==> src/shared/p1ovr_pkg.sv <==
// Package holding register map, field positions and constants of the port 1 override block
package p1ovr_pkg;
	// Register word offsets (printed offsets 0xdd and 0xde are not multiples of four, so they are indices)
	localparam logic [7:0]  P1OVR_IDX_ALT_SEL   = 8'hdd;
	localparam logic [7:0]  P1OVR_IDX_REG_SETUP = 8'hde;
	localparam logic [9:0]  P1OVR_ADDR_ALT_SEL   = {P1OVR_IDX_ALT_SEL, 2'b00};
	localparam logic [9:0]  P1OVR_ADDR_REG_SETUP = {P1OVR_IDX_REG_SETUP, 2'b00};
	// Reset values
	localparam logic [7:0]  P1OVR_ALT_SEL_RESET   = 8'h00;
	localparam logic [7:0]  P1OVR_REG_SETUP_RESET = 8'h00;
	// Field positions in the alternate output select register
	localparam int P1OVR_PIN0_EN  = 0;
	localparam int P1OVR_PIN0_SEL = 1;
	localparam int P1OVR_PIN2_EN  = 2;
	localparam int P1OVR_PIN2_SEL = 3;
	localparam int P1OVR_PIN4_EN  = 4;
	localparam int P1OVR_PIN4_SEL = 5;
	localparam int P1OVR_PIN6_EN  = 6;
	localparam int P1OVR_PIN6_SEL = 7;
	// Regulator setup fields
	localparam int P1OVR_LEVEL_LSB = 3;
	localparam int P1OVR_LEVEL_MSB = 5;
	localparam int P1OVR_CLKSEL_LSB = 0;
	localparam int P1OVR_CLKSEL_MSB = 1;
	localparam logic [7:0] P1OVR_REG_SETUP_MASK = 8'h3b;
	// Pump clock selection codes
	localparam logic [1:0] P1OVR_CLKSEL_DIV2 = 2'h2;
	localparam logic [1:0] P1OVR_CLKSEL_DIV1 = 2'h1;
	// Timing: pump clock ceiling and system clock rate
	localparam int P1OVR_PUMP_MAX_KHZ = 12000;
	localparam int P1OVR_CLK_KHZ      = 40000;
	// Divide ratio at least clock/ceiling, rounded up so the pump never exceeds its ceiling
	localparam int P1OVR_PUMP_MIN_DIV = (P1OVR_CLK_KHZ + P1OVR_PUMP_MAX_KHZ - 1) / P1OVR_PUMP_MAX_KHZ;
	localparam logic [3:0] P1OVR_PUMP_MIN_DIV_W = P1OVR_PUMP_MIN_DIV[3:0];
endpackage

==> src/shared/p1ovr_pump_if.sv <==
// Interface between register logic and the charge pump clock generator
`timescale 1ns/1ps
interface p1ovr_pump_if;
	logic [1:0] clk_sel;
	logic       pump_clk;
	logic [3:0] divide;
	modport ctrl (output clk_sel, input pump_clk, input divide);
	modport pump (input clk_sel, output pump_clk, output divide);
endinterface

==> src/core/p1ovr_pump_clk.sv <==
// Charge pump clock divider for the regulated port outputs
`timescale 1ns/1ps
module p1ovr_pump_clk
	import p1ovr_pkg::*;
(
	// Clock and reset
	input  wire logic clock,
	input  wire logic arst_n,
	// Control
	p1ovr_pump_if.pump pif
);
	logic [3:0] div_req;
	logic [3:0] count;
	logic [3:0] next_count;
	logic       next_pump;
	logic       pump_q;
	logic [3:0] gap;
	logic [3:0] next_gap;

	// Requested ratio: the minimum, or twice the minimum for DIV2, so the pump stays under its ceiling
	always_comb begin
		if (pif.clk_sel == P1OVR_CLKSEL_DIV2) begin
			div_req = 4'h2 * P1OVR_PUMP_MIN_DIV_W;
		end else begin
			div_req = P1OVR_PUMP_MIN_DIV_W;
		end
		if (count + 4'h1 >= div_req) begin
			next_count = 4'h0;
			next_pump  = 1'b1;
		end else begin
			next_count = count + 4'h1;
			next_pump  = 1'b0;
		end
	end

	always_ff @(posedge clock or negedge arst_n) begin
		if (!arst_n) begin
			count  <= 4'h0;
			pump_q <= 1'b0;
		end else begin
			count  <= next_count;
			pump_q <= next_pump;
		end
	end

	// Cycles since the last pulse, saturating; lets the rate check see the real spacing
	always_comb begin
		if (pump_q) begin
			next_gap = 4'h1;
		end else if (gap == 4'hf) begin
			next_gap = gap;
		end else begin
			next_gap = gap + 4'h1;
		end
	end

	always_ff @(posedge clock or negedge arst_n) begin
		if (!arst_n) begin
			gap <= 4'h0;
		end else begin
			gap <= next_gap;
		end
	end

	assign pif.pump_clk = pump_q;
	assign pif.divide   = div_req;

	a_pump_ratio_floor: assert property (@(posedge clock) disable iff (!arst_n)
		pump_q |-> gap >= P1OVR_PUMP_MIN_DIV_W) else $error("pump pulses closer than the ceiling allows");
	a_pump_no_double: assert property (@(posedge clock) disable iff (!arst_n)
		pump_q |=> !pump_q) else $error("pump pulses back to back");
endmodule

==> src/core/p1ovr_top.sv <==
// Port 1 signal override multiplexer and regulated output setup registers, APB slave
//
// Design decision made here: the APB slave port.
`timescale 1ns/1ps
module p1ovr_top
	import p1ovr_pkg::*;
(
	// Clock and reset
	input  wire logic        clock,
	input  wire logic        arst_n,
	// APB slave
	input  wire logic        psel,
	input  wire logic        penable,
	input  wire logic        pwrite,
	input  wire logic [31:0] paddr,
	input  wire logic [31:0] pwdata,
	output logic      [31:0] prdata,
	output logic             pready,
	output logic             pslverr,
	// Override sources from inside the chip
	input  wire logic        timer_output,
	input  wire logic        clock_32k,
	input  wire logic        relaxation_osc_out,
	input  wire logic        comparator_one_out,
	input  wire logic        comparator_zero_out,
	input  wire logic        sleep_tick_irq,
	input  wire logic        system_clock,
	input  wire logic        cap_sense_out,
	input  wire logic        cap_sense_clk,
	input  wire logic        prng_config_bit7,
	input  wire logic        sleep_mode,
	// Normal port 1 sources and pin result
	input  wire logic [7:0]  port1_normal_out,
	output logic      [7:0]  port1_pin_out,
	output logic      [7:0]  port1_override_active,
	// Port 0 pin 4 alternative route
	input  wire logic        port0_pin4_route_en,
	input  wire logic        port0_pin4_route_sel,
	output logic             port0_pin4_alt_out,
	// Regulator controls
	output logic      [2:0]  reg_level,
	output logic             pump_clk
);
	// Synchronised copies of outside signals
	logic [10:0] sync1;
	logic [10:0] sync2;
	logic [10:0] raw_in;

	logic [7:0] alt_sel;
	logic [7:0] next_alt_sel;
	logic [7:0] reg_setup;
	logic [7:0] next_reg_setup;
	logic [31:0] next_prdata;
	logic        next_pready;
	logic        next_pslverr;
	logic [7:0]  next_pin_out;
	logic [7:0]  next_active;
	logic        next_p0_alt;
	logic        pump_q;

	p1ovr_pump_if pif ();

	// Two flops on every asynchronous source; glitches on clocks are sampled, not passed
	assign raw_in = {sleep_mode, prng_config_bit7, cap_sense_clk, cap_sense_out, system_clock,
		sleep_tick_irq, comparator_zero_out, comparator_one_out, relaxation_osc_out,
		clock_32k, timer_output};

	always_ff @(posedge clock or negedge arst_n) begin
		if (!arst_n) begin
			sync1 <= 11'h000;
			sync2 <= 11'h000;
		end else begin
			sync1 <= raw_in;
			sync2 <= sync1;
		end
	end

	logic s_timer, s_c32k, s_ro, s_comparator_one_out, s_comparator_zero_out, s_slp, s_sys, s_cso, s_csc, s_prng7, s_sleep;
	assign {s_sleep, s_prng7, s_csc, s_cso, s_sys, s_slp, s_comparator_zero_out, s_comparator_one_out, s_ro, s_c32k, s_timer} = sync2;

	function automatic logic pick(input logic sel, input logic src0, input logic src1);
		pick = sel ? src1 : src0;
	endfunction

	function automatic logic is_setup(input logic [31:0] addr);
		is_setup = (addr[9:0] == P1OVR_ADDR_REG_SETUP) && (addr[31:10] == 22'h0);
	endfunction

	function automatic logic is_alt(input logic [31:0] addr);
		is_alt = (addr[9:0] == P1OVR_ADDR_ALT_SEL) && (addr[31:10] == 22'h0);
	endfunction

	// APB register access: single-cycle wait-free answer in the access phase
	always_comb begin
		next_alt_sel   = alt_sel;
		next_reg_setup = reg_setup;
		next_prdata    = 32'h0;
		next_pready    = 1'b0;
		next_pslverr   = 1'b0;
		if (psel && !penable) begin
			next_pready = 1'b1;
			if (is_alt(paddr)) begin
				if (pwrite) begin
					next_alt_sel = pwdata[7:0];
				end else begin
					next_prdata = {24'h0, alt_sel};
				end
			end else if (is_setup(paddr)) begin
				if (pwrite) begin
					// Reserved bits are kept at zero whatever firmware writes
					next_reg_setup = pwdata[7:0] & P1OVR_REG_SETUP_MASK;
				end else begin
					next_prdata = {24'h0, reg_setup};
				end
			end else begin
				next_pslverr = 1'b1;
			end
		end
	end

	// Writes take effect at the setup edge, the same edge at which pready rises
	always_ff @(posedge clock or negedge arst_n) begin
		if (!arst_n) begin
			alt_sel   <= P1OVR_ALT_SEL_RESET;
			reg_setup <= P1OVR_REG_SETUP_RESET;
			prdata    <= 32'h0;
			pready    <= 1'b0;
			pslverr   <= 1'b0;
		end else begin
			alt_sel   <= next_alt_sel;
			reg_setup <= next_reg_setup;
			prdata    <= next_prdata;
			pready    <= next_pready;
			pslverr   <= next_pslverr;
		end
	end

	// Pin multiplexer: odd pins pass through, even pins may be overridden
	always_comb begin
		logic src6, src4, src2, src0, cs_src;
		src6 = 1'b0;
		src4 = 1'b0;
		src2 = 1'b0;
		src0 = 1'b0;
		cs_src = 1'b0;
		next_pin_out = port1_normal_out;
		next_active  = 8'h00;
		src6 = pick(alt_sel[P1OVR_PIN6_SEL], s_timer, s_c32k);
		src4 = pick(alt_sel[P1OVR_PIN4_SEL], s_ro, s_comparator_one_out);
		cs_src = pick(s_prng7, s_cso, s_csc);
		src2 = pick(alt_sel[P1OVR_PIN2_SEL], s_sys, cs_src);
		src0 = pick(alt_sel[P1OVR_PIN0_SEL], s_slp, s_comparator_zero_out);
		// Override wins over every other function on the pin
		if (alt_sel[P1OVR_PIN6_EN]) begin
			next_pin_out[6] = src6;
			next_active[6]  = 1'b1;
		end
		if (alt_sel[P1OVR_PIN4_EN]) begin
			next_pin_out[4] = src4;
			next_active[4]  = 1'b1;
		end
		if (alt_sel[P1OVR_PIN2_EN]) begin
			next_pin_out[2] = src2;
			next_active[2]  = 1'b1;
		end
		if (alt_sel[P1OVR_PIN0_EN]) begin
			next_pin_out[0] = src0;
			next_active[0]  = 1'b1;
		end
		// Port 0 route is gated off during sleep; the pin 6 route above is not
		next_p0_alt = port0_pin4_route_en && !s_sleep && pick(port0_pin4_route_sel, s_timer, s_c32k);
	end

	always_ff @(posedge clock or negedge arst_n) begin
		if (!arst_n) begin
			port1_pin_out         <= 8'h00;
			port1_override_active <= 8'h00;
			port0_pin4_alt_out    <= 1'b0;
			reg_level             <= 3'h0;
			pump_clk              <= 1'b0;
		end else begin
			port1_pin_out         <= next_pin_out;
			port1_override_active <= next_active;
			port0_pin4_alt_out    <= next_p0_alt;
			reg_level             <= reg_setup[P1OVR_LEVEL_MSB:P1OVR_LEVEL_LSB];
			pump_clk              <= pump_q;
		end
	end

	assign pif.clk_sel = reg_setup[P1OVR_CLKSEL_MSB:P1OVR_CLKSEL_LSB];
	assign pump_q      = pif.pump_clk;

	p1ovr_pump_clk u_pump (
		.clock  (clock),
		.arst_n (arst_n),
		.pif    (pif)
	);

	// Register bus answers
	a_ready_after_setup: assert property (@(posedge clock) disable iff (!arst_n)
		psel && !penable
		|=> pready)
		else $error("no answer after setup cycle");
	a_ready_needs_setup: assert property (@(posedge clock) disable iff (!arst_n)
		pready
		|-> $past(psel && !penable))
		else $error("answer without setup cycle");
	a_ready_one_cycle: assert property (@(posedge clock) disable iff (!arst_n)
		pready
		|=> !pready)
		else $error("answer stands too long");
	a_error_with_ready: assert property (@(posedge clock) disable iff (!arst_n)
		pslverr
		|-> pready)
		else $error("error flag without answer");
	a_error_unmapped: assert property (@(posedge clock) disable iff (!arst_n)
		pready && $past(psel && !penable && !is_alt(paddr) && !is_setup(paddr))
		|-> pslverr)
		else $error("unmapped access not refused");
	a_idle_prdata_zero: assert property (@(posedge clock) disable iff (!arst_n)
		!pready
		|-> prdata == 32'h0)
		else $error("read data outside answer");
	a_read_alt_data: assert property (@(posedge clock) disable iff (!arst_n)
		pready && $past(psel && !penable && !pwrite && is_alt(paddr))
		|-> prdata == {24'h0, $past(alt_sel)})
		else $error("override select read wrong");
	a_read_setup_data: assert property (@(posedge clock) disable iff (!arst_n)
		pready && $past(psel && !penable && !pwrite && is_setup(paddr))
		|-> prdata == {24'h0, $past(reg_setup)})
		else $error("regulator setup read wrong");
	a_write_alt_lands: assert property (@(posedge clock) disable iff (!arst_n)
		psel && !penable && pwrite && is_alt(paddr)
		|=> alt_sel == $past(pwdata[7:0]))
		else $error("override select write lost");
	a_write_setup_lands: assert property (@(posedge clock) disable iff (!arst_n)
		psel && !penable && pwrite && is_setup(paddr)
		|=> reg_setup == ($past(pwdata[7:0]) & P1OVR_REG_SETUP_MASK))
		else $error("regulator setup write lost");
	a_unmapped_write_kept: assert property (@(posedge clock) disable iff (!arst_n)
		psel && !penable && pwrite && !is_alt(paddr) && !is_setup(paddr)
		|=> $stable(alt_sel) && $stable(reg_setup))
		else $error("unmapped write changed a register");
	a_reserved_zero: assert property (@(posedge clock) disable iff (!arst_n)
		reg_setup != 8'h00
		|-> (reg_setup & ~P1OVR_REG_SETUP_MASK) == 8'h00)
		else $error("reserved regulator bits set");

	// Pin multiplexer
	a_pin6_override: assert property (@(posedge clock) disable iff (!arst_n)
		alt_sel[P1OVR_PIN6_EN] && alt_sel[P1OVR_PIN6_SEL]
		|=> port1_pin_out[6] == $past(s_c32k) && port1_override_active[6])
		else $error("pin 6 override not applied");
	a_pin6_source: assert property (@(posedge clock) disable iff (!arst_n)
		alt_sel[P1OVR_PIN6_EN] && !alt_sel[P1OVR_PIN6_SEL]
		|=> port1_pin_out[6] == $past(s_timer))
		else $error("pin 6 source wrong");
	a_pin6_disabled: assert property (@(posedge clock) disable iff (!arst_n)
		!alt_sel[P1OVR_PIN6_EN]
		|=> !port1_override_active[6] && port1_pin_out[6] == $past(port1_normal_out[6]))
		else $error("pin 6 override leaks");
	a_pin4_source: assert property (@(posedge clock) disable iff (!arst_n)
		alt_sel[P1OVR_PIN4_EN] && alt_sel[P1OVR_PIN4_SEL]
		|=> port1_pin_out[4] == $past(s_comparator_one_out) && port1_override_active[4])
		else $error("pin 4 source wrong");
	a_pin4_relax: assert property (@(posedge clock) disable iff (!arst_n)
		alt_sel[P1OVR_PIN4_EN] && !alt_sel[P1OVR_PIN4_SEL]
		|=> port1_pin_out[4] == $past(s_ro))
		else $error("pin 4 oscillator source wrong");
	a_pin4_disabled: assert property (@(posedge clock) disable iff (!arst_n)
		!alt_sel[P1OVR_PIN4_EN]
		|=> !port1_override_active[4] && port1_pin_out[4] == $past(port1_normal_out[4]))
		else $error("pin 4 override leaks");
	a_pin2_capsense: assert property (@(posedge clock) disable iff (!arst_n)
		alt_sel[P1OVR_PIN2_EN] && alt_sel[P1OVR_PIN2_SEL] && s_prng7
		|=> port1_pin_out[2] == $past(s_csc))
		else $error("pin 2 cap sense clock wrong");
	a_pin2_capout: assert property (@(posedge clock) disable iff (!arst_n)
		alt_sel[P1OVR_PIN2_EN] && alt_sel[P1OVR_PIN2_SEL] && !s_prng7
		|=> port1_pin_out[2] == $past(s_cso))
		else $error("pin 2 cap sense output wrong");
	a_pin2_system_clock: assert property (@(posedge clock) disable iff (!arst_n)
		alt_sel[P1OVR_PIN2_EN] && !alt_sel[P1OVR_PIN2_SEL]
		|=> port1_pin_out[2] == $past(s_sys) && port1_override_active[2])
		else $error("pin 2 system clock wrong");
	a_pin2_disabled: assert property (@(posedge clock) disable iff (!arst_n)
		!alt_sel[P1OVR_PIN2_EN]
		|=> !port1_override_active[2] && port1_pin_out[2] == $past(port1_normal_out[2]))
		else $error("pin 2 override leaks");
	a_pin0_source: assert property (@(posedge clock) disable iff (!arst_n)
		alt_sel[P1OVR_PIN0_EN] && !alt_sel[P1OVR_PIN0_SEL]
		|=> port1_pin_out[0] == $past(s_slp))
		else $error("pin 0 sleep tick wrong");
	a_pin0_comparator: assert property (@(posedge clock) disable iff (!arst_n)
		alt_sel[P1OVR_PIN0_EN] && alt_sel[P1OVR_PIN0_SEL]
		|=> port1_pin_out[0] == $past(s_comparator_zero_out) && port1_override_active[0])
		else $error("pin 0 comparator source wrong");
	a_pin0_disabled: assert property (@(posedge clock) disable iff (!arst_n)
		!alt_sel[P1OVR_PIN0_EN]
		|=> !port1_override_active[0] && port1_pin_out[0] == $past(port1_normal_out[0]))
		else $error("pin 0 override leaks");
	a_odd_pins_pass: assert property (@(posedge clock) disable iff (!arst_n)
		1'b1
		|=> {port1_pin_out[7], port1_pin_out[5], port1_pin_out[3], port1_pin_out[1]}
			== $past({port1_normal_out[7], port1_normal_out[5], port1_normal_out[3], port1_normal_out[1]}))
		else $error("odd pin disturbed");

	// Port 0 route and regulator
	a_port0_sleep_block: assert property (@(posedge clock) disable iff (!arst_n)
		s_sleep
		|=> !port0_pin4_alt_out)
		else $error("port 0 route open in sleep");
	a_port0_route_awake: assert property (@(posedge clock) disable iff (!arst_n)
		port0_pin4_route_en && !port0_pin4_route_sel && !s_sleep
		|=> port0_pin4_alt_out == $past(s_timer))
		else $error("port 0 route not passed while awake");
	a_level_follows: assert property (@(posedge clock) disable iff (!arst_n)
		psel && !penable && pwrite && is_setup(paddr) ##1 1'b1
		|=> reg_level == $past(pwdata[5:3], 2))
		else $error("regulator level not applied");
	a_pump_divide: assert property (@(posedge clock) disable iff (!arst_n)
		pif.clk_sel == P1OVR_CLKSEL_DIV2
		|-> pif.divide >= P1OVR_PUMP_MIN_DIV_W)
		else $error("pump ratio below ceiling");

	c_pin6_clock_32k: cover property (@(posedge clock) disable iff (!arst_n)
		alt_sel[P1OVR_PIN6_EN] && alt_sel[P1OVR_PIN6_SEL]);
	c_all_enabled: cover property (@(posedge clock) disable iff (!arst_n) alt_sel == 8'h55);
	c_bad_addr: cover property (@(posedge clock) disable iff (!arst_n) pslverr);
	c_sleep_block: cover property (@(posedge clock) disable iff (!arst_n) s_sleep && port0_pin4_route_en);
	c_route_open: cover property (@(posedge clock) disable iff (!arst_n) port0_pin4_alt_out);
endmodule

==> config.mk <==
export PLATFORM = sky130hd
export DESIGN_NAME = p1ovr_top
export DESIGN_NICKNAME = d
export VERILOG_FILES = /design/src/shared/p1ovr_pkg.sv /design/src/shared/p1ovr_pump_if.sv /design/src/core/p1ovr_pump_clk.sv /design/src/core/p1ovr_top.sv
export SDC_FILE = /design/constraint.sdc
export NUM_CORES = 1
export LEC_CHECK = 0
export ABC_AREA = 1
export BUFFER_PORTS_ARGS = -buffer_cell sky130_fd_sc_hd__buf_2
export CAP_MARGIN = 20
export CELL_PAD_IN_SITES_DETAIL_PLACEMENT = 0
export CELL_PAD_IN_SITES_GLOBAL_PLACEMENT = 2
export CORE_ASPECT_RATIO = 0.9
export CORE_MARGIN = 5
export CORE_UTILIZATION = 26
export CTS_BUF_LIST = sky130_fd_sc_hd__clkbuf_8
export CTS_CLUSTER_DIAMETER = 60
export CTS_CLUSTER_SIZE = 24
export DETAILED_ROUTE_END_ITERATION = 10
export PLACE_DENSITY_LB_ADDON = 0.1
export SYNTH_ARGS = -nofsm -noshare
export SYNTH_HDL_FRONTEND = slang
export SYNTH_SLANG_ARGS = --single-unit
==> constraint.sdc <==
create_clock -name clock -period 2 [get_ports clock]
set_input_delay 0.2 -clock clock [delete_from_list [all_inputs] [get_ports clock]]
set_output_delay 0.2 -clock clock [all_outputs]
set_load 0.02 [all_outputs]
==> impl_metrics.toml, run 1 <==
[finish]
layout_common_cells = "buf_2 (92), dfrtp_1 (67), nand2_1 (45)"
area_delta_synth_final_pct = 31.8
drive_gt1_share_pct = 34.6
layout_commonest_cell = "buf_2"
fin_cells = 508
utilization_pct = 35.0
antenna_cells = 0
nNetsFinal = 467

[power]
pwr-share-clk_pct = 40.1
p_comb_share_pct = 8.4
p_per_area_mw_per_mm2 = 755
p_leak_uw = 0.00192
swShare_pct = 24.4
switchingPower_uw = 660
total_power_uw = 2710
power_frac_seq_pct = 51.5
peakVddDrop_v = 0.000248
p_int_uw = 2050

[timing]
tightest_slew_ns = 0.549
setup_violations = 0
drv_slew = 0
finalCritPeriodShare_pct = 77.9
period_minus_slack_ns = 1.56
totalNegativeSetupSlack_ns = 0
final-hold-violation-count = 0
fin_hold_ws_ns = 0.0280
grt_setup_unrepaired = "no"
fin_worst_skew_ns = 0.00745
slew_headroom_pct = 63.3
timing.fmax_mhz = 642

[clock_tree]
cts_buffers = 9
clock-sinks = 67
ctsRootBufferMaster = "clkbuf_8"
cts_buffer_depth = 2
post-cts-setup-buffers = 0
htreeDepth = 3
clk_pin_slew_ns = 0.07
cts_tree = "built"
hold_buffers = 16
cts-resized-gates = 0
clkLatencyLatePin_ns = 0.34

[drt]
first_pass_iters = 4
via_per_inst = 3.82
wl_per_cell_um = 11.7
ant_nets = 0
drc = 0
drtIter0Drc = 50
wl_um = 5940
vias = 1940

[worst_setup_path]
cp.arrival_ns = 1.83
critPathRequiredTime_ns = 2.27
crit_path_max_incr_delay_ns = 0.40
start_kind = "flip-flop"
critPathSlowestCell = "dfrtp_1"
crit_fanout = 5
cp_cell_sequence = "ha_1 > xnor2_1 > ha_1 > nand2_1 > nand2_1 > a21o_1 > nor2_1"
crit_family = "adder cells"
critical_path_buf_inv_count = 0
worstSetupPathType = "reg -> reg"
cp-end-kind = "flip-flop"

[global_route]
grt_pass1_vias = 2050
grt_first_pass_wirelength_um = 9950
grt-ovfl-total = 0
grt_max_degree = 47
grt_util_all_layers_pct = 9.98
antenna_found_initial = 0

[worst_hold_path]
hold_class = "in -> reg"

[die]
io_pins = 145
dieArea_mm2 = 0.0126
core-area_mm2 = 0.0102
fp.dieH_um = 107
start_util_pct = 26.6
rows = 35
die_x_um = 118

[place]
dp_hpwl_um = 4390
post-place-cells = 476
gp_congestion = 0.688
port_buffers = 92

[yosys]
ys_ff_latch = 67
mappedNetlistArea_mm2 = 0.00272
syn_inst = 257
syn_avg_cell_area_um2 = 10.6
yosysUniqueCellTypes = 25
synth-seq-area-share_pct = 61.6
yosysWarnings = 0

[flow_run]
max_cap_viol_count = 0

[outcome]
status = "complete, no violations"
[power by group through the flow]
| stage | Sequential [uW] | Combinational (uW) | Clock [uW] |
|---|---|---|---|
| 2_1_floorplan | 1440 | 119 | 0 |
| 3_3_place_gp | 1420 | 207 | 0 |
| 3_5_place_dp | 1420 | 208 | 0 |
| 4_1_cts | 1390 | 233 | 1140 |
| 5_1_grt | 1400 | 258 | 1200 |
| 6_report | 1400 | 228 | 1090 |
[registers in the layout, summed over array words and instances, names as in the netlist]
signal and flops:
port1_pin_out 8, prdata 8, sync2 11, reg_level 3, reg_setup 5, pslverr 1
pready 1, u_pump.count 4, pump_clk 1, port0_pin4_alt_out 1, alt_sel 8, port1_override_active 4
sync1 11, u_pump.pif.pump_clk 1
[path summary, 6_finish.rpt]
path                                 start  slack, ns            endpoint  depth (start not counted)
max reg2reg                u_pump.count[0]       0.44     u_pump.count[3]                          7
min in group asynchronous           arst_n       0.36  port0_pin4_alt_out                          2
max                        u_pump.count[0]       0.44     u_pump.count[3]                          7
min                                penable       0.03              pready                          2
max in group asynchronous           arst_n       1.00            sync2[3]                          3
min reg2reg                       sync1[1]       0.35            sync2[1]                          0
[cells by family (layout without fill, tap and decap cells)]
family | count (synthesis) | after routing | share of synthesized area [%]
XOR/XNOR | 2 | 2 | 0.644
flip-flops | 67 | 67 | 61.6
AND/OR/NAND/NOR | 111 | 111 | 19.5
other | 1 | 28 | 0.138
adder cells (fa/ha/maj) | 3 | 3 | 1.38
buffers and inverters | 56 | 151 | 12.1
AO/OA/AOI/OAI | 17 | 17 | 4.55
[synth_stat cells]
master	number	area share [%]
a21o_1	1	0.28
a21oi_1	3	0.55
a31oi_1	3	0.69
buf_4	28	7.7
buf_6	2	0.83
conb_1	1	0.14
dfrtp_1	67	62
ha_1	3	1.4
inv_1	26	3.6
nand2_1	45	6.2
nand2_2	3	0.69
nand3_1	16	2.9
nand3b_1	2	0.55
nand3b_4	1	0.74
nand4_1	3	0.69
nor2_1	28	3.9
nor2_2	8	1.8
nor2_4	2	0.83
nor3b_1	1	0.28
nor3b_4	1	0.69
o21a_1	1	0.28
o21ai_0	1	0.18
o21ai_2	8	2.6
or2_1	1	0.23
xnor2_1	2	0.64
[metrics by stage]
| stage | setup slack, ns | area (um2) |
|---|---|---|
| 6_report | 0.442 | 3590 |
| 3_5_place_dp | 0.271 | 3230 |
| 3_3_place_gp | 0.251 | 3230 |
| 2_1_floorplan | 0.558 | 2820 |
| 5_1_grt | 0.242 | 3590 |
| 4_1_cts | 0.414 | 3590 |
[area by class of cell]
class | count | area (um2)
repair buffers | 109 | 641
clock buffers | 9 | 124
well taps | 129 | 161
flip-flops and latches | 67 | 1680
fillers | 1105 | 6660
clock inverters | 7 | 70.1
inverters | 26 | 97.6
multi-input cells | 161 | 816
[routing by layer]
metal	GRT usage (%)	vias to the layer above	part of all wire, %
met4	2.70	0	0.69
met1	12.1	888	43
met2	16.0	71	49
met5	0	-	0
li1	-	977	-
met3	4.64	4	7.6
Note: power is estimated with default switching activity, not from simulation.
==> inputs of run 2 (changes only) <==
--- a/config.mk
+++ b/config.mk
@@ -12,7 +12,7 @@
 export CELL_PAD_IN_SITES_GLOBAL_PLACEMENT = 2
 export CORE_ASPECT_RATIO = 0.9
 export CORE_MARGIN = 5
-export CORE_UTILIZATION = 26
+export CORE_UTILIZATION = 24
 export CTS_BUF_LIST = sky130_fd_sc_hd__clkbuf_8
 export CTS_CLUSTER_DIAMETER = 60
 export CTS_CLUSTER_SIZE = 24
==> constraint.sdc (replaced) <==
create_clock -name clock -period 1.28 [get_ports clock]
set_input_delay 0.128 -clock clock [delete_from_list [all_inputs] [get_ports clock]]
set_output_delay 0.128 -clock clock [all_outputs]
set_load 0.02 [all_outputs]
==> impl_metrics.toml, run 2 (synthesis results as in run 1) <==
[place]
dp_hpwl_um = 4590
port_buffers = 92
dp_slack_ns = -0.226
gp_congestion = 0.704
placed_area_mm2 = 0.00340
post-place-cells = 515

[power]
total_power_uw = 4030
p_leak_uw = 0.00200
p_per_area_mw_per_mm2 = 1070
peakVddDrop_v = 0.000666

[drt]
wl_per_cell_um = 11.4
wl_um = 6280
met3_length_um = 450
wl_met2_um = 3080
ant_nets = 0
dr.max_layer_used = "met4"
drtIter0Drc = 69
first_pass_iters = 4
wl_met1_um = 2670
drc = 0
via_per_inst = 3.66
vias = 2012

[finish]
layout_common_cells = "buf_2 (92), dfrtp_1 (67), nand2_1 (45)"
fin_cells = 550
area_delta_synth_final_pct = 38.1
drive_gt1_share_pct = 37.9
nNetsFinal = 486
antenna_cells = 0
layout_commonest_cell = "buf_2"
final_area_mm2 = 0.00376
largest_registers = "sync1 x11, sync2 x11"

[global_route]
antenna_found_initial = 0
grt-ovfl-total = 0
grt_pass1_vias = 2137
grt_first_pass_wirelength_um = 10300
grt_max_degree = 68
grt_util_all_layers_pct = 9.76

[timing]
grt_setup_unrepaired = "yes"
finalWorstSetupSlack_ns = -0.225
setup_violations = 5
fin_worst_skew_ns = 0.00637
finalCritPeriodShare_pct = 118
drv_slew = 0
period_minus_slack_ns = 1.50
timing.fmax_mhz = 665
final-hold-violation-count = 0

[die]
rows = 36
core-area_mm2 = 0.0109
start_util_pct = 24.9
die_x_um = 122
dieArea_mm2 = 0.0136
fp.dieH_um = 111
io_pins = 145

[worst_setup_path]
cp-end-kind = "flip-flop"
cp.arrival_ns = 1.78
start_kind = "flip-flop"
crit_fanout = 5
r2r-start = "u_pump.count[0]"
r2r-end = "u_pump.count[0]"
critPathRequiredTime_ns = 1.56
ff2ff_path_depth = 7
r2r_slack_ns = -0.22
worstSetupPathType = "reg -> reg"

[clock_tree]
clkLatencyLatePin_ns = 0.34
cts_buffer_depth = 2
cts_tree = "built"
ctsRootBufferMaster = "clkbuf_8"
htreeDepth = 3
clk_pin_slew_ns = 0.07
cts_buffers = 9
clock-sinks = 67

[outcome]
violations = "negative setup slack"
status = "finished with violations"

[worst_hold_path]
holdPathEnd = "alt_sel[7]"
min_path_cells = 3
min_from = "pwdata[7]"
hold_class = "in -> reg"

[flow_run]
max_cap_viol_count = 0
run 2: layer usage:
layer / vias to the layer above / GRT usage (%)
li1: 1017 / -
met1: 929 / 12.1
met2: 59 / 15.7
met3: 7 / 3.52
met4: 0 / 3.36
met5: - / 0
run 2: worst max-delay path, stage by stage, from the launching register on:
cell     delay (ns)
dfrtp_1        0.42
ha_4           0.18
xnor2_2        0.13
ha_1           0.27
nand2_1        0.06
nand2_1        0.05
a21o_1         0.23
nor2_1         0.09
run 2: layout make-up:
cell class,count,area [um2]
Fill cell,1175,7190
Inverter,26,97.6
Multi-Input combinational cell,161,836
Clock buffer,9,124
Clock inverter,7,37.5
Sequential cell,67,1680
Timing Repair Buffer,128,796
Tap cell,152,190
run 2: timing repair:
| item | in CTS | in global routing |
|---|---|---|
| hold buffers | 16 | 0 |
| endpoints found under the setup margin | 5 | 5 |
| setup buffers | 1 | 2 |
| endpoints found under the hold margin | 82 | 0 |
| gates resized for setup | 0 | 1 |
| pin swaps | 1 | 7 |
run 2: metrics by stage:
stage,util [%],hold WS (ns),TNS [ns]
4_1_cts,34.1,0.0117,-1.14
5_1_grt,34.3,0.0218,-1.60
6_report,34.3,0.0326,-1.09
3_5_place_dp,31.1,0.180,-3.22
3_3_place_gp,31.1,0.182,-3.08
2_1_floorplan,-,-0.168,-0.612
run 2: report_power, final:
group	internal (uW)	total, uW	switching (uW)
combinational	145	362	217
clock	677	1480	807
sequential	2170	2180	12.5
total	2990	4030	1040
run 2: how the worst max path moves through the flow:
stage	start	to	slack (ns)	cells after the start
final	u_pump.count[0]	u_pump.count[0]	-0.22	7
after global routing	u_pump.count[0]	u_pump.count[3]	-0.34	7
after CTS	u_pump.count[1]	u_pump.count[3]	-0.24	7
after detailed placement	u_pump.count[1]	u_pump.count[3]	-0.23	7
after global placement	paddr[11]	prdata[1]	-0.19	9
after floorplan	u_pump.count[0]	u_pump.count[2]	-0.13	7
==> inputs of run 3 (changes only) <==
--- a/config.mk
+++ b/config.mk
@@ -12,12 +12,14 @@
 export CELL_PAD_IN_SITES_GLOBAL_PLACEMENT = 2
 export CORE_ASPECT_RATIO = 0.9
 export CORE_MARGIN = 5
-export CORE_UTILIZATION = 24
+export CORE_UTILIZATION = 26
 export CTS_BUF_LIST = sky130_fd_sc_hd__clkbuf_8
 export CTS_CLUSTER_DIAMETER = 60
 export CTS_CLUSTER_SIZE = 24
 export DETAILED_ROUTE_END_ITERATION = 10
+export MAX_ROUTING_LAYER = met4
 export PLACE_DENSITY_LB_ADDON = 0.1
 export SYNTH_ARGS = -nofsm -noshare
 export SYNTH_HDL_FRONTEND = slang
+export SYNTH_HIERARCHICAL = 1
 export SYNTH_SLANG_ARGS = --single-unit
==> constraint.sdc (replaced) <==
create_clock -name clock -period 1.6 [get_ports clock]
set_input_delay 0.16 -clock clock [delete_from_list [all_inputs] [get_ports clock]]
set_output_delay 0.16 -clock clock [all_outputs]
set_load 0.02 [all_outputs]
==> impl_metrics.toml, run 3 <==
[global_route]
grt_first_pass_wirelength_um = 9740
grt_util_all_layers_pct = 9.85
grt_max_degree = 68
antenna_found_initial = 0
grt-ovfl-total = 0
grt_pass1_vias = 2038

[worst_setup_path]
start_kind = "flip-flop"
crit_fanout = 5
r2r-start = "u_pump/count[0]"
worstSetupPathType = "reg -> reg"
r2r_slack_ns = 0.13
ff2ff_path_depth = 6
r2r-end = "u_pump/count[0]"
cp.arrival_ns = 1.73
critPathRequiredTime_ns = 1.86
cp-end-kind = "flip-flop"

[drt]
wl_um = 5980
drtIter0Drc = 67
drc = 0
vias = 1994
wl_per_cell_um = 11.4
via_per_inst = 3.81
ant_nets = 0
first_pass_iters = 6

[finish]
largest_registers = "sync1 x11, sync2 x11"
final_area_mm2 = 0.00372
area_delta_synth_final_pct = 35.8
layout_commonest_cell = "buf_2"
drive_gt1_share_pct = 33.4
layout_common_cells = "buf_2 (92), dfrtp_1 (67), nand2_1 (51)"
antenna_cells = 0
nNetsFinal = 484
fin_cells = 524

[clock_tree]
clkLatencyLatePin_ns = 0.33
cts_tree = "built"
ctsRootBufferMaster = "clkbuf_8"
clock-sinks = 67
htreeDepth = 3
cts_buffers = 9
cts_buffer_depth = 2
post-cts-setup-buffers = 0
clk_pin_slew_ns = 0.07

[power]
p_comb_share_pct = 7.8
pwr-share-clk_pct = 45.2
switchingPower_uw = 792
p_per_area_mw_per_mm2 = 998
p_int_uw = 2920
peakVddDrop_v = 0.000318
p_leak_uw = 0.00201
swShare_pct = 21.3
power_frac_seq_pct = 47.0

[timing]
fin_hold_ws_ns = 0.0289
grt_setup_unrepaired = "no"
setup_violations = 0
finalCritPeriodShare_pct = 92.0
final-hold-violation-count = 0
drv_slew = 0
timing.fmax_mhz = 679
totalNegativeSetupSlack_ns = 0
fin_worst_skew_ns = 0.00592
period_minus_slack_ns = 1.47

[place]
placed_area_mm2 = 0.00330
post-place-cells = 493
gp_congestion = 0.721
port_buffers = 92
dp_hpwl_um = 4420

[flow_run]
max_cap_viol_count = 0

[die]
rows = 35
io_pins = 145
start_util_pct = 26.7
die_x_um = 118
fp.dieH_um = 107
dieArea_mm2 = 0.0127
core-area_mm2 = 0.0102

[worst_hold_path]
hold_class = "in -> reg"
min_path_cells = 2
holdPathEnd = "pready"
min_from = "penable"

[yosys]
yosysWarnings = 6
syn_inst = 267
syn_avg_cell_area_um2 = 10.2
mappedNetlistArea_mm2 = 0.00274

[outcome]
status = "complete, no violations"
## run 3: how the worst max path moves through the flow
stage | cells after the start | startpoint | slack, ns | endpoint
after floorplan | 6 | u_pump/count[0] | 0.22 | u_pump/count[3]
after global placement | 8 | paddr[11] | 0.02 | alt_sel[1]
after detailed placement | 8 | paddr[11] | 0.02 | alt_sel[1]
after CTS | 6 | u_pump/count[0] | 0.07 | u_pump/count[3]
after global routing | 6 | u_pump/count[0] | 0.02 | u_pump/count[3]
final | 6 | u_pump/count[0] | 0.13 | u_pump/count[0]
## run 3: metal layers
layer	vias up	share of wire [%]	wire length, um	track usage, %
li1	1018	-	-	-
met1	911	44	2620	12.2
met3	4	7.3	439	3.78
met5	-	0	0	-
met2	61	48	2880	15.1
met4	0	0.74	44	2.70
## run 3: power by group through the flow
| stage | Sequential (uW) | Clock, uW | Combinational [uW] |
|---|---|---|---|
| after floorplan | 1800 | 0 | 152 |
| after global placement | 1780 | 0 | 262 |
| after detailed placement | 1780 | 0 | 263 |
| after CTS | 1740 | 1750 | 294 |
| after global routing | 1750 | 1800 | 323 |
| final | 1740 | 1680 | 288 |
## run 3: area by class of cell
type / count / area, um2
Multi-Input combinational cell: 166 / 828
Clock buffer: 10 / 138
Fill cell: 1111 / 6530
Tap cell: 129 / 161
Sequential cell: 67 / 1680
Inverter: 31 / 116
Clock inverter: 5 / 103
Timing Repair Buffer: 116 / 693
## run 3: what timing repair did
action / in CTS / in global routing
resized for setup: 0 / 3
hold endpoints to repair: 82 / 0
endpoints found under the setup margin: 0 / 4
hold buffers: 16 / 0
## run 3: per-stage QoR
stage / util, % / total power (uW) / worst slack, ns
2_1_floorplan: - / 1950 / 0.224
3_3_place_gp: 32.2 / 2040 / 0.0211
3_5_place_dp: 32.2 / 2040 / 0.0240
4_1_cts: 36.1 / 3790 / 0.0654
5_1_grt: 36.3 / 3880 / 0.0213
6_report: 36.3 / 3710 / 0.128
## run 3: critical path: stages, from the launching register on
cell	delay, ns
dfrtp_1	0.41
ha_2	0.22
xnor2_2	0.17
ha_1	0.25
nand3_1	0.08
nand3_2	0.14
nor2_1	0.13
